==> src/pkg/eac_pkg.sv <==
// Constants, types and carriers for the EEPROM access controller.
// Assumes a 100 MHz system clock and a byte-wide EEPROM array.
package eac_pkg;

    // Clock and programming times.
    localparam int unsigned EAC_CLK_PERIOD_NS = 10;
    localparam int unsigned EAC_T_ATOMIC_NS = 3400000;
    localparam int unsigned EAC_T_SPLIT_NS = 1800000;
    localparam int unsigned EAC_ATOMIC_CYC = EAC_T_ATOMIC_NS / EAC_CLK_PERIOD_NS;
    localparam int unsigned EAC_SPLIT_CYC = EAC_T_SPLIT_NS / EAC_CLK_PERIOD_NS;
    localparam int unsigned EAC_CNT_W = 19;

    // Short sequencing counts.
    localparam logic [2:0] EAC_ARM_CYC = 3'h4;
    localparam logic [2:0] EAC_PROG_STALL_CYC = 3'h2;
    localparam logic [2:0] EAC_READ_STALL_CYC = 3'h4;

    // Register bus map.
    localparam int unsigned EAC_BUS_AW = 2;
    localparam logic [1:0] EAC_REG_CTRL = 2'h0;
    localparam logic [1:0] EAC_REG_ADDR_LO = 2'h1;
    localparam logic [1:0] EAC_REG_ADDR_HI = 2'h2;
    localparam logic [1:0] EAC_REG_DATA = 2'h3;

    // Control register field positions and widths.
    localparam int unsigned EAC_READ_BIT = 0;
    localparam int unsigned EAC_PROG_BIT = 1;
    localparam int unsigned EAC_ARM_BIT = 2;
    localparam int unsigned EAC_IRQEN_BIT = 3;
    localparam int unsigned EAC_MODE_LSB = 4;
    localparam int unsigned EAC_MODE_MSB = 5;
    localparam int unsigned EAC_DATA_W = 8;
    localparam int unsigned EAC_NVM_AW = 9;
    localparam logic [7:0] EAC_DATA_RST = 8'h00;
    localparam logic [8:0] EAC_ADDR_RST = 9'h000;

    typedef enum logic [1:0] {
        EAC_MODE_ATOMIC = 2'h0,
        EAC_MODE_ERASE = 2'h1,
        EAC_MODE_WRITE = 2'h2,
        EAC_MODE_RSVD = 2'h3
    } eac_mode_t;

    typedef enum logic [1:0] {
        EAC_ST_IDLE = 2'b01,
        EAC_ST_PROG = 2'b10
    } eac_state_t;

    // Signals toward the EEPROM array.
    typedef struct packed {
        logic [EAC_NVM_AW-1:0] addr;
        logic [EAC_DATA_W-1:0] wdata;
        logic erase;
        logic write;
        logic rd;
    } eac_nvm_t;

endpackage

==> src/rtl/eac_top.sv <==
// EEPROM access controller: control, address and data registers, timed
// arming of program operations, per-mode programming timer, read strobe
// and CPU stall. Assumes a byte-wide array with combinational read data.
//
// Contract
// RULE_01: Program trigger within four cycles after arming starts programming.
// RULE_02: Program trigger without arming is ignored.
// RULE_03: Arm bit clears itself four cycles after being written one.
// RULE_04: A valid trigger performs the operation of the mode field.
// RULE_05: Program bit stays set while busy, cleared by hardware at end.
// RULE_06: Program trigger stalls the CPU for two cycles.
// RULE_07: Read strobe loads the addressed byte into the data register.
// RULE_08: Read trigger stalls the CPU for four cycles.
// RULE_09: While busy, reads are not performed and address writes ignored.
// RULE_10: Software polls the busy flag before triggering a read.
// RULE_11: Software loads the address before triggering a read.
// RULE_12: Software arms before writing the program bit.
// RULE_13: Mode 00 atomic, 01 erase, 10 write, 11 reserved.
// RULE_14: Mode field writes are ignored while busy.
// RULE_15: System reset clears mode field unless programming is busy.
// RULE_16: With ready interrupt enabled, interrupt level shows not busy.
// RULE_17: Programming time is a per-mode cycle counter, clearing busy.
//
// The address map and strobed register access were decided locally.
`timescale 1ns/1ns
module eac_top import eac_pkg::*; #(
    parameter int unsigned ATOMIC_CYCLES = EAC_ATOMIC_CYC,
    parameter int unsigned SPLIT_CYCLES = EAC_SPLIT_CYC
) (
    // Clock and resets.
    input wire logic sys_clk_i,
    input wire logic rstn_i,
    input wire logic por_n_i,
    // Register bus.
    input wire logic [EAC_BUS_AW-1:0] addr_i,
    input wire logic [EAC_DATA_W-1:0] wdata_i,
    input wire logic wr_i,
    input wire logic rd_i,
    output logic [EAC_DATA_W-1:0] rdata_o,
    // CPU side status.
    output logic cpu_stall_o,
    output logic ready_irq_o,
    // EEPROM array.
    output eac_nvm_t nvm_o,
    input wire logic [EAC_DATA_W-1:0] nvm_rdata_i
);

    localparam logic [EAC_CNT_W-1:0] ATOMIC_LOAD =
        EAC_CNT_W'(ATOMIC_CYCLES - 1);
    localparam logic [EAC_CNT_W-1:0] SPLIT_LOAD =
        EAC_CNT_W'(SPLIT_CYCLES - 1);

    // Register state held by the system reset.
    logic arm_reg, arm_next;
    logic [2:0] arm_cnt_reg, arm_cnt_next;
    logic irq_en_reg, irq_en_next;
    logic [EAC_NVM_AW-1:0] addr_reg, addr_next;
    logic [EAC_DATA_W-1:0] data_reg, data_next;
    logic [2:0] stall_cnt_reg, stall_cnt_next;
    logic stall_o_next;
    logic [EAC_DATA_W-1:0] rdata_next;
    logic rd_req_reg, rd_req_next;

    // Programming engine, held only by power-on reset so that a system
    // reset never cuts an erase or write short.
    eac_state_t state_reg, state_next;
    eac_mode_t mode_reg, mode_next;
    eac_mode_t run_mode_reg, run_mode_next;
    logic [EAC_CNT_W-1:0] prog_cnt_reg, prog_cnt_next;
    logic rst_meta_reg, rst_sync_reg;
    logic irq_next;
    eac_nvm_t nvm_next;

    logic ctrl_wr, busy, prog_trig, read_trig;
    eac_mode_t wr_mode;

    assign ctrl_wr = wr_i && (addr_i == EAC_REG_CTRL);
    assign busy = (state_reg == EAC_ST_PROG);
    assign wr_mode = eac_mode_t'(wdata_i[EAC_MODE_MSB:EAC_MODE_LSB]);
    // RULE_01 RULE_02 RULE_12 armed trigger only.
    assign prog_trig = ctrl_wr && wdata_i[EAC_PROG_BIT] && arm_reg &&
                       !busy && (wr_mode != EAC_MODE_RSVD);
    // RULE_09 RULE_10 no read while busy.
    assign read_trig = ctrl_wr && wdata_i[EAC_READ_BIT] && !busy &&
                       !prog_trig;

    // Register and stall next values.
    always_comb begin
        arm_next = arm_reg;
        arm_cnt_next = arm_cnt_reg;
        irq_en_next = irq_en_reg;
        addr_next = addr_reg;
        data_next = data_reg;
        stall_cnt_next = stall_cnt_reg;
        rdata_next = '0;
        rd_req_next = read_trig;
        // A fresh arm write restarts the window rather than extending it,
        // so software always gets the full four cycles from its last write.
        // RULE_03 arm window timeout.
        if (ctrl_wr && wdata_i[EAC_ARM_BIT]) begin
            arm_next = 1'b1;
            arm_cnt_next = EAC_ARM_CYC - 3'h1;
        end else if (arm_reg) begin
            if (arm_cnt_reg == 3'h0) begin
                arm_next = 1'b0;
            end else begin
                arm_cnt_next = arm_cnt_reg - 3'h1;
            end
        end
        if (ctrl_wr) begin
            irq_en_next = wdata_i[EAC_IRQEN_BIT];
        end
        // RULE_09 address frozen while busy.
        if (wr_i && !busy && addr_i == EAC_REG_ADDR_LO) begin
            addr_next[7:0] = wdata_i;
        end else if (wr_i && !busy && addr_i == EAC_REG_ADDR_HI) begin
            addr_next[EAC_NVM_AW-1] = wdata_i[0];
        end else if (wr_i && !busy && addr_i == EAC_REG_DATA) begin
            data_next = wdata_i;
        end
        // The array answers in the cycle of its read pulse, so the byte is
        // taken one cycle after the trigger and never waits on the array.
        // RULE_07 capture array byte.
        if (rd_req_reg) begin
            data_next = nvm_rdata_i;
        end
        // RULE_06 RULE_08 stall counts.
        if (prog_trig) begin
            stall_cnt_next = EAC_PROG_STALL_CYC;
        end else if (read_trig) begin
            stall_cnt_next = EAC_READ_STALL_CYC;
        end else if (stall_cnt_reg != 3'h0) begin
            stall_cnt_next = stall_cnt_reg - 3'h1;
        end
        stall_o_next = (stall_cnt_next != 3'h0);
        if (rd_i && addr_i == EAC_REG_CTRL) begin
            rdata_next = {2'h0, mode_reg, irq_en_reg, arm_reg, busy, 1'b0};
        end else if (rd_i && addr_i == EAC_REG_ADDR_LO) begin
            rdata_next = addr_reg[7:0];
        end else if (rd_i && addr_i == EAC_REG_ADDR_HI) begin
            rdata_next = {7'h00, addr_reg[EAC_NVM_AW-1]};
        end else if (rd_i && addr_i == EAC_REG_DATA) begin
            rdata_next = data_reg;
        end
    end

    always_ff @(posedge sys_clk_i or negedge rstn_i) begin
        if (!rstn_i) begin
            arm_reg <= 1'b0;
            arm_cnt_reg <= 3'h0;
            irq_en_reg <= 1'b0;
            addr_reg <= EAC_ADDR_RST;
            data_reg <= EAC_DATA_RST;
            stall_cnt_reg <= 3'h0;
            cpu_stall_o <= 1'b0;
            rdata_o <= '0;
            rd_req_reg <= 1'b0;
        end else begin
            arm_reg <= arm_next;
            arm_cnt_reg <= arm_cnt_next;
            irq_en_reg <= irq_en_next;
            addr_reg <= addr_next;
            data_reg <= data_next;
            stall_cnt_reg <= stall_cnt_next;
            cpu_stall_o <= stall_o_next;
            rdata_o <= rdata_next;
            rd_req_reg <= rd_req_next;
        end
    end

    // Programming engine next values.
    always_comb begin
        state_next = state_reg;
        mode_next = mode_reg;
        run_mode_next = run_mode_reg;
        prog_cnt_next = prog_cnt_reg;
        // RULE_14 mode locked while busy.
        if (ctrl_wr && !busy) begin
            mode_next = wr_mode;
        end
        // RULE_15 mode cleared by idle reset.
        if (!rst_sync_reg && !busy) begin
            mode_next = EAC_MODE_ATOMIC;
        end
        case (state_reg)
            EAC_ST_IDLE: begin
                // RULE_04 RULE_13 RULE_17 mode timer load.
                if (prog_trig) begin
                    state_next = EAC_ST_PROG;
                    run_mode_next = wr_mode;
                    prog_cnt_next = (wr_mode == EAC_MODE_ATOMIC) ?
                                    ATOMIC_LOAD : SPLIT_LOAD;
                end
            end
            EAC_ST_PROG: begin
                // RULE_05 RULE_17 busy ends at expiry.
                if (prog_cnt_reg == '0) begin
                    state_next = EAC_ST_IDLE;
                end else begin
                    prog_cnt_next = prog_cnt_reg - 1'b1;
                end
            end
            default: begin
                state_next = EAC_ST_IDLE;
            end
        endcase
        // RULE_16 ready level.
        irq_next = irq_en_next && (state_next == EAC_ST_IDLE);
        nvm_next.addr = addr_next;
        nvm_next.wdata = data_next;
        nvm_next.rd = rd_req_next;
        // RULE_04 RULE_13 array strobes per mode.
        nvm_next.erase = (state_next == EAC_ST_PROG) &&
                         (run_mode_next != EAC_MODE_WRITE);
        nvm_next.write = (state_next == EAC_ST_PROG) &&
                         (run_mode_next != EAC_MODE_ERASE);
    end

    always_ff @(posedge sys_clk_i or negedge por_n_i) begin
        if (!por_n_i) begin
            state_reg <= EAC_ST_IDLE;
            mode_reg <= EAC_MODE_ATOMIC;
            run_mode_reg <= EAC_MODE_ATOMIC;
            prog_cnt_reg <= '0;
            rst_meta_reg <= 1'b0;
            rst_sync_reg <= 1'b0;
            ready_irq_o <= 1'b0;
            nvm_o <= '0;
        end else begin
            state_reg <= state_next;
            mode_reg <= mode_next;
            run_mode_reg <= run_mode_next;
            prog_cnt_reg <= prog_cnt_next;
            // Two stages, since the system reset arrives with no relation
            // to this clock.
            rst_meta_reg <= rstn_i;
            rst_sync_reg <= rst_meta_reg;
            ready_irq_o <= irq_next;
            nvm_o <= nvm_next;
        end
    end
endmodule

==> config.mk <==
export PLATFORM = sky130hd
export DESIGN_NAME = eac_top
export DESIGN_NICKNAME = d
export VERILOG_FILES = /design/src/pkg/eac_pkg.sv /design/src/rtl/eac_top.sv
export SDC_FILE = /design/constraint.sdc
export NUM_CORES = 1
export LEC_CHECK = 0
export BUFFER_PORTS_ARGS = -buffer_cell sky130_fd_sc_hd__buf_2
export CAP_MARGIN = 5
export CORE_MARGIN = 2
export CORE_UTILIZATION = 40
export CTS_BUF_LIST = sky130_fd_sc_hd__clkbuf_16
export DETAILED_ROUTE_END_ITERATION = 6
export SYNTH_ARGS = -nofsm -noshare
export SYNTH_HDL_FRONTEND = slang
export SYNTH_SLANG_ARGS = --single-unit
==> constraint.sdc <==
create_clock -name sys_clk_i -period 3.27 [get_ports sys_clk_i]
set_input_delay 0.654 -clock sys_clk_i [delete_from_list [all_inputs] [get_ports sys_clk_i]]
set_output_delay 0.654 -clock sys_clk_i [all_outputs]
set_load 0.1 [all_outputs]
==> results.sh, run 1 <==
export IMPL_outcome="finished clean"
export IMPL_dominantRegCellSynth="sky130_fd_sc_hd__dfrtp_1"
export IMPL_timing_final_crit_share=0.784
export IMPL_clock_sinks=83
export IMPL_worstPathRequired_ns=3.48
export IMPL_mean_number_of_vias_per_cell=5.22
export IMPL_average_wire_length_per_cell_after_detail_routing_microns=15.0
export IMPL_synth_enable_flop_cells=0
export IMPL_crit_path_end_kind="flop"
export IMPL_grt_antenna_before_repair=0
export IMPL_cts_resized_gates=0
export IMPL_synth_seq_cells=83
export IMPL_syn_nets=376
export IMPL_final_hpwl_dp_microns=5720
export IMPL_drive_above_1_share=0.237
export IMPL_worst_skew_pair_late_latency_ns=0.33
export IMPL_topRoutingLayerUsed="met4"
export IMPL_synth_top_cell_area_share=0.537
export IMPL_fin_setup_tns_ns=0
export IMPL_timing_hold_violations_final=0
export IMPL_wl_met3_microns=252
export IMPL_yosys_area_top_type="sky130_fd_sc_hd__dfrtp_1"
export IMPL_switching_share=0.290
export IMPL_die_area_sq_um=10400
export IMPL_tritoncts_clock_tree="built"
export IMPL_detailed_route_wire_length_microns=8010
export IMPL_grt_setup_unrepaired="no"
export IMPL_clockBufferDepth=2
export IMPL_leakage_power_of_the_design_uw=0.00217
export IMPL_first_global_vias=2776
export IMPL_worst_hold_slack_ns=0.351
export IMPL_post_route_min_period_ns=2.56
export IMPL_drcViolationCount=0
export IMPL_register_to_register_setup_slack_ns=0.71
export IMPL_maxCapViolations=0
export IMPL_yosysUniqueCellTypes=55
export IMPL_drt_first_pass_iters=4
export IMPL_combinational_power_share=0.165
export IMPL_rows=35
export IMPL_largest_voltage_drop_on_the_vdd_net_v=0.000321
export IMPL_route_vias_total=2789
export IMPL_syn_area_per_cell_sq_um=11.1
export IMPL_critical_path_startpoint_type="flop"
export IMPL_yosys_cell_count_top_type="sky130_fd_sc_hd__dfrtp_1"
export IMPL_power_clock_fraction=0.376
export IMPL_normalized_max_slew_margin=0.455
export IMPL_place_congestion=0.803
export IMPL_ctsHtreeMaxLevel=3
export IMPL_floorplan_io_pins=53
export IMPL_ant_nets=0
export IMPL_area_delta_synth_final_pct=17.4
export IMPL_cts_made_buffers=9
export IMPL_timing_hold_worst_class="flop to flop"
export IMPL_share_of_flip_flops_with_an_asynchronous_set_or_reset_after_synthesis=1.00
export IMPL_largest_register_ffs=20
export IMPL_pwr_density_cell_nw_per_um2=549
export IMPL_worstSetupPathType="flop to flop"
export IMPL_data_arrival_time_at_the_worst_slack_endpoint_ns=2.77
export IMPL_yosys_warnings=0
export IMPL_synthTopCellsByCount="sky130_fd_sc_hd__dfrtp_1, sky130_fd_sc_hd__nand2_1, sky130_fd_sc_hd__nor2_1, sky130_fd_sc_hd__o21ai_0, sky130_fd_sc_hd__mux2i_1"
export IMPL_ys_top_cells_by_area="sky130_fd_sc_hd__dfrtp_1, sky130_fd_sc_hd__mux2i_1, sky130_fd_sc_hd__mux2_2"
export IMPL_grt_pass1_wl_microns=13800
export IMPL_cts_hold_buffers_added=0
export IMPL_floorplan_initialDensity=0.414
export IMPL_dieHeight_microns=102
export IMPL_internal_power_uw=1750
export IMPL_worst_setup_hold_path_clk_slew_ns=0.06
export IMPL_wl_met1_microns=4030
export IMPL_seq_power_share=0.459
export IMPL_fillers=852
export IMPL_netSwitchingPower_uw=713
export IMPL_clock_tree_root_cell="sky130_fd_sc_hd__clkbuf_16"
export IMPL_clock_skew_final_ns=0.00856
export IMPL_synthesis_instances=344
export IMPL_grt_total_usage=0.171
export IMPL_fmax_mhz=390
export IMPL_portBuffers=52
export IMPL_report_final_setup_viol=0
export IMPL_synth_yosys_seq_area_share=0.544
export IMPL_cts_repair_timing_setup_buffer_count=0
export IMPL_grt_overflow_total=0
export IMPL_synthesis_area_sq_um=3820
export IMPL_grt_max_degree=37
export IMPL_n_antenna_cell=0
export IMPL_highest_net_fanout_along_the_worst_path=18
export IMPL_tightest_slew_ns=0.818
export IMPL_drt_initial_drc_count=122
export IMPL_floorplan_core_area_sq_um=9240
export IMPL_wl_met2_microns=3670
export IMPL_timing_max_transition_violations_final=0
export IMPL_die_w_microns=102
export IMPL_nets=432
==> through the flow <==
step | std cells | area (sq um) | power [uW] | util | setup WS [ns]
6_report | 534 | 4490 | 2460 | 0.485 | 0.707
5_1_grt | 534 | 4490 | 2590 | 0.485 | 0.513
4_1_cts | 534 | 4490 | 2490 | 0.485 | 0.734
3_5_place_dp | 518 | 4210 | 1560 | 0.456 | 0.557
3_3_place_gp | 518 | 4210 | 1540 | 0.456 | 0.618
2_1_floorplan | 344 | 3820 | 1450 | - | 0.953
==> worst paths after layout <==
path	startpoint	end	cells past startpoint
hold / removal	rst_meta_reg	rst_sync_reg	0
setup reg to reg	prog_cnt_reg[7]	prog_cnt_reg[2]	5
min in group asynchronous	por_n_i	nvm_o[7]	1
max in group asynchronous	por_n_i	nvm_o[0]	2
hold reg to reg	rst_meta_reg	rst_sync_reg	0
setup / recovery	prog_cnt_reg[7]	prog_cnt_reg[2]	5
==> logic make-up after synthesis <==
logic type	share of synthesized area
AOI/OAI and AO/OA	0.113
xor gates and xnor gates	0.00458
adders and majority gates	0.0295
buffers and inverters	0.0354
DFF	0.544
muxes	0.0825
and+or+nand+nor	0.191
==> worst max-delay path: stages (launching register included) <==
cell and delay (ns):
sky130_fd_sc_hd__dfrtp_1 0.43, sky130_fd_sc_hd__nor4_1 0.63, sky130_fd_sc_hd__nand4b_2 0.32, sky130_fd_sc_hd__nor3_4 0.61, sky130_fd_sc_hd__nor4_1 0.09, sky130_fd_sc_hd__or3_1 0.36
==> layout by cell type, fill, tap and decap left out, types with 10 or more instances in the layout <==
cell type / Yosys / layout
sky130_fd_sc_hd__nand3_1: 12 / 12
sky130_fd_sc_hd__nor3_1: 11 / 11
sky130_fd_sc_hd__mux2i_1: 18 / 18
sky130_fd_sc_hd__inv_1: 17 / 18
sky130_fd_sc_hd__o31ai_1: 10 / 10
sky130_fd_sc_hd__mux2_2: 12 / 12
sky130_fd_sc_hd__dfrtp_1: 82 / 82
sky130_fd_sc_hd__o21ai_0: 21 / 21
sky130_fd_sc_hd__nand2_1: 26 / 26
sky130_fd_sc_hd__nor2_1: 21 / 21
sky130_fd_sc_hd__buf_2: 0 / 52
==> layer usage <==
metal / up-vias / track usage
met5: - / 0
met4: 0 / 0.0520
met3: 4 / 0.0428
met2: 55 / 0.259
met1: 1363 / 0.243
li1: 1367 / -
==> cell type report <==
type,count,area [sq um],share of cell area
Sequential cell,83,2080,0.463
Timing Repair Buffer,57,298,0.0664
Clock inverter,7,51.3,0.0114
Tap cell,129,161,0.0360
Multi-Input combinational cell,232,1610,0.358
Clock buffer,9,225,0.0502
Inverter,17,63.8,0.0142
==> power by group through the flow <==
stage	clock (uW)	sequential, uW	combinational, uW
after floorplan	0	1250	201
final	926	1130	406
after global placement	0	1150	395
after global routing	1000	1140	451
after detailed placement	0	1150	407
after CTS	954	1130	410
No activity file was read; power rests on OpenSTA's default activity.
==> run 2, diff against run 1 <==
clock period = 2.4 ns   (was 3.27 ns; I/O delays follow)
==> run 2 against run 1 <==
Utilization grew 2.6 points. Clock-buffer cell count is the same. Via count grew 4.1%. First-iteration DRC count grew 1.6%. Critical endpoint is now prog_cnt_reg[14]. Largest cell class unchanged.
==> results.sh, run 2 (same netlist as run 1, synthesis figures left out) <==
export IMPL_area_delta_synth_final_pct=23.7
export IMPL_largest_register_ffs=20
export IMPL_rows=35
export IMPL_grt_overflow_total=0
export IMPL_detailed_route_wire_length_microns=8640
export IMPL_cpPeakStageDelay_ns=0.54
export IMPL_timing_max_transition_violations_final=0
export IMPL_maxCapViolations=0
export IMPL_normalized_max_slew_margin=0.566
export IMPL_layout_commonest_cell="sky130_fd_sc_hd__dfrtp_1"
export IMPL_leakage_power_of_the_design_uw=0.00230
export IMPL_register_to_register_setup_slack_ns=0.17
export IMPL_grt_setup_unrepaired="no"
export IMPL_floorplan_initialDensity=0.414
export IMPL_dpl_instance_area_sq_um=4390
export IMPL_ctsHtreeMaxLevel=3
export IMPL_portBuffers=52
export IMPL_fin_setup_tns_ns=0
export IMPL_fmax_mhz=448
export IMPL_drt_first_pass_iters=4
export IMPL_mean_number_of_vias_per_cell=5.20
export IMPL_crit_path_end_kind="flop"
export IMPL_cts_resized_gates=0
export IMPL_drt_initial_drc_count=124
export IMPL_cp_slowest_cell="sky130_fd_sc_hd__or4b_1"
export IMPL_highest_net_fanout_along_the_worst_path=5
export IMPL_route_vias_total=2902
export IMPL_critical_path_startpoint_type="flop"
export IMPL_largest_voltage_drop_on_the_vdd_net_v=0.000426
export IMPL_worst_skew_pair_late_latency_ns=0.34
export IMPL_tightest_slew_ns=0.651
export IMPL_floorplan_core_area_sq_um=9240
export IMPL_timing_final_crit_share=0.930
export IMPL_cts_repair_timing_setup_buffer_count=0
export IMPL_die_area_sq_um=10400
export IMPL_tritoncts_clock_tree="built"
export IMPL_finalWorstSetupSlack_ns=0.167
export IMPL_post_layout_nonfiller_instances=558
export IMPL_worstPathRequired_ns=2.66
export IMPL_timing_reg2reg_worst_path_depth=7
export IMPL_nets=456
export IMPL_grt_max_degree=49
export IMPL_worstSetupPathType="flop to flop"
export IMPL_n_antenna_cell=0
export IMPL_clock_sinks=83
export IMPL_first_global_vias=2916
export IMPL_timing_rr_end="prog_cnt_reg[14]"
export IMPL_place_congestion=0.807
export IMPL_grt_antenna_before_repair=0
export IMPL_timing_hold_violations_final=0
export IMPL_outcome="finished clean"
export IMPL_dieHeight_microns=102
export IMPL_clock_skew_final_ns=0.0113
export IMPL_final_hpwl_dp_microns=5970
export IMPL_post_route_min_period_ns=2.23
export IMPL_crit_path_cell_trace="inv_1, ha_4, nor4b_4, nand3_2, or4b_1, or4_1, a21oi_1"
export IMPL_die_w_microns=102
export IMPL_cts_made_buffers=9
export IMPL_average_wire_length_per_cell_after_detail_routing_microns=15.5
export IMPL_ant_nets=0
export IMPL_cts_hold_buffers_added=0
export IMPL_final_core_util=0.511
export IMPL_place_ws_ns=0.0504
export IMPL_floorplan_io_pins=53
export IMPL_drive_above_1_share=0.284
export IMPL_clock_tree_root_cell="sky130_fd_sc_hd__clkbuf_16"
export IMPL_grt_pass1_wl_microns=14700
export IMPL_worst_setup_hold_path_clk_slew_ns=0.07
export IMPL_data_arrival_time_at_the_worst_slack_endpoint_ns=2.50
export IMPL_final_cell_mix="sky130_fd_sc_hd__dfrtp_1, sky130_fd_sc_hd__buf_2, sky130_fd_sc_hd__buf_4"
export IMPL_pwr_density_cell_nw_per_um2=739
export IMPL_stdcell_area_sq_um=4730
export IMPL_drcViolationCount=0
export IMPL_place_inst=542
export IMPL_grt_total_usage=0.186
export IMPL_clockBufferDepth=2
export IMPL_worst_r2r_startpoint="prog_cnt_reg[0]"
export IMPL_timing_hold_worst_class="input port to async pin"
export IMPL_report_final_setup_viol=0
## run 2: cell count changes in the layout (fill, tap and decap cells not counted)
| cell | previous run | this run |
|---|---|---|
| sky130_fd_sc_hd__ha_1 | 9 | 8 |
| sky130_fd_sc_hd__ha_4 | 0 | 1 |
| sky130_fd_sc_hd__a21oi_4 | 0 | 1 |
| sky130_fd_sc_hd__bufinv_16 | 0 | 1 |
| sky130_fd_sc_hd__nor4b_4 | 1 | 2 |
| sky130_fd_sc_hd__a21o_4 | 0 | 1 |
| sky130_fd_sc_hd__a21o_1 | 4 | 3 |
| sky130_fd_sc_hd__nor4b_2 | 2 | 1 |
| sky130_fd_sc_hd__buf_4 | 5 | 29 |
| sky130_fd_sc_hd__a21oi_2 | 1 | 0 |
| sky130_fd_sc_hd__clkinv_2 | 1 | 0 |
| sky130_fd_sc_hd__inv_6 | 3 | 2 |
| sky130_fd_sc_hd__clkinvlp_4 | 1 | 2 |
## run 2: area by class of cell
| cell class | count | area [sq um] |
|---|---|---|
| Fill cell | 852 | 4510 |
| Sequential cell | 83 | 2080 |
| Multi-Input combinational cell | 232 | 1640 |
| Timing Repair Buffer | 81 | 478 |
| Clock buffer | 9 | 225 |
| Tap cell | 129 | 161 |
| Clock inverter | 7 | 75.1 |
| Inverter | 17 | 63.8 |
## run 2: metal layers
metal	up-vias	part of all wire	GRT usage
li1	1404	-	-
met1	1431	0.48	0.268
met2	57	0.47	0.287
met3	10	0.031	0.0276
met4	0	0.012	0.0634
met5	-	0	0
## run 2: per-stage QoR
stage	total power (uW)	hold slack, ns
CTS	3530	0.216
global route	3650	0.245
floorplan	1980	0.184
global placement	2120	0.335
finish	3490	0.197
detailed placement	2130	0.335
## run 2: critical path: cells and delay by family (launching register included)
kind / cells / cell delay (ns)
DFF: 1 / 0.40
and+or+nand+nor: 4 / 1.27
adders and majority gates: 1 / 0.18
buffers and inverters: 1 / 0.16
AOI/OAI and AO/OA: 1 / 0.15
## run 2: worst max-delay path by stage
stage | to | slack [ns] | startpoint | depth (start not counted)
after floorplan | prog_cnt_reg[12] | 0.09 | state_reg[0] | 8
after detailed placement | prog_cnt_reg[14] | 0.05 | state_reg[0] | 7
after CTS | prog_cnt_reg[5] | 0.04 | state_reg[0] | 7
after global placement | prog_cnt_reg[7] | 0.10 | state_reg[0] | 7
final | prog_cnt_reg[14] | 0.17 | prog_cnt_reg[0] | 7
after global routing | prog_cnt_reg[14] | 0.01 | prog_cnt_reg[1] | 7
## run 2: report_power, final
part           leakage, uW  switching (uW)  internal, uW
clock network     0.000144             576           811
registers          0.00105            47.0          1490
logic              0.00110             376           191
total              0.00230            1000          2490
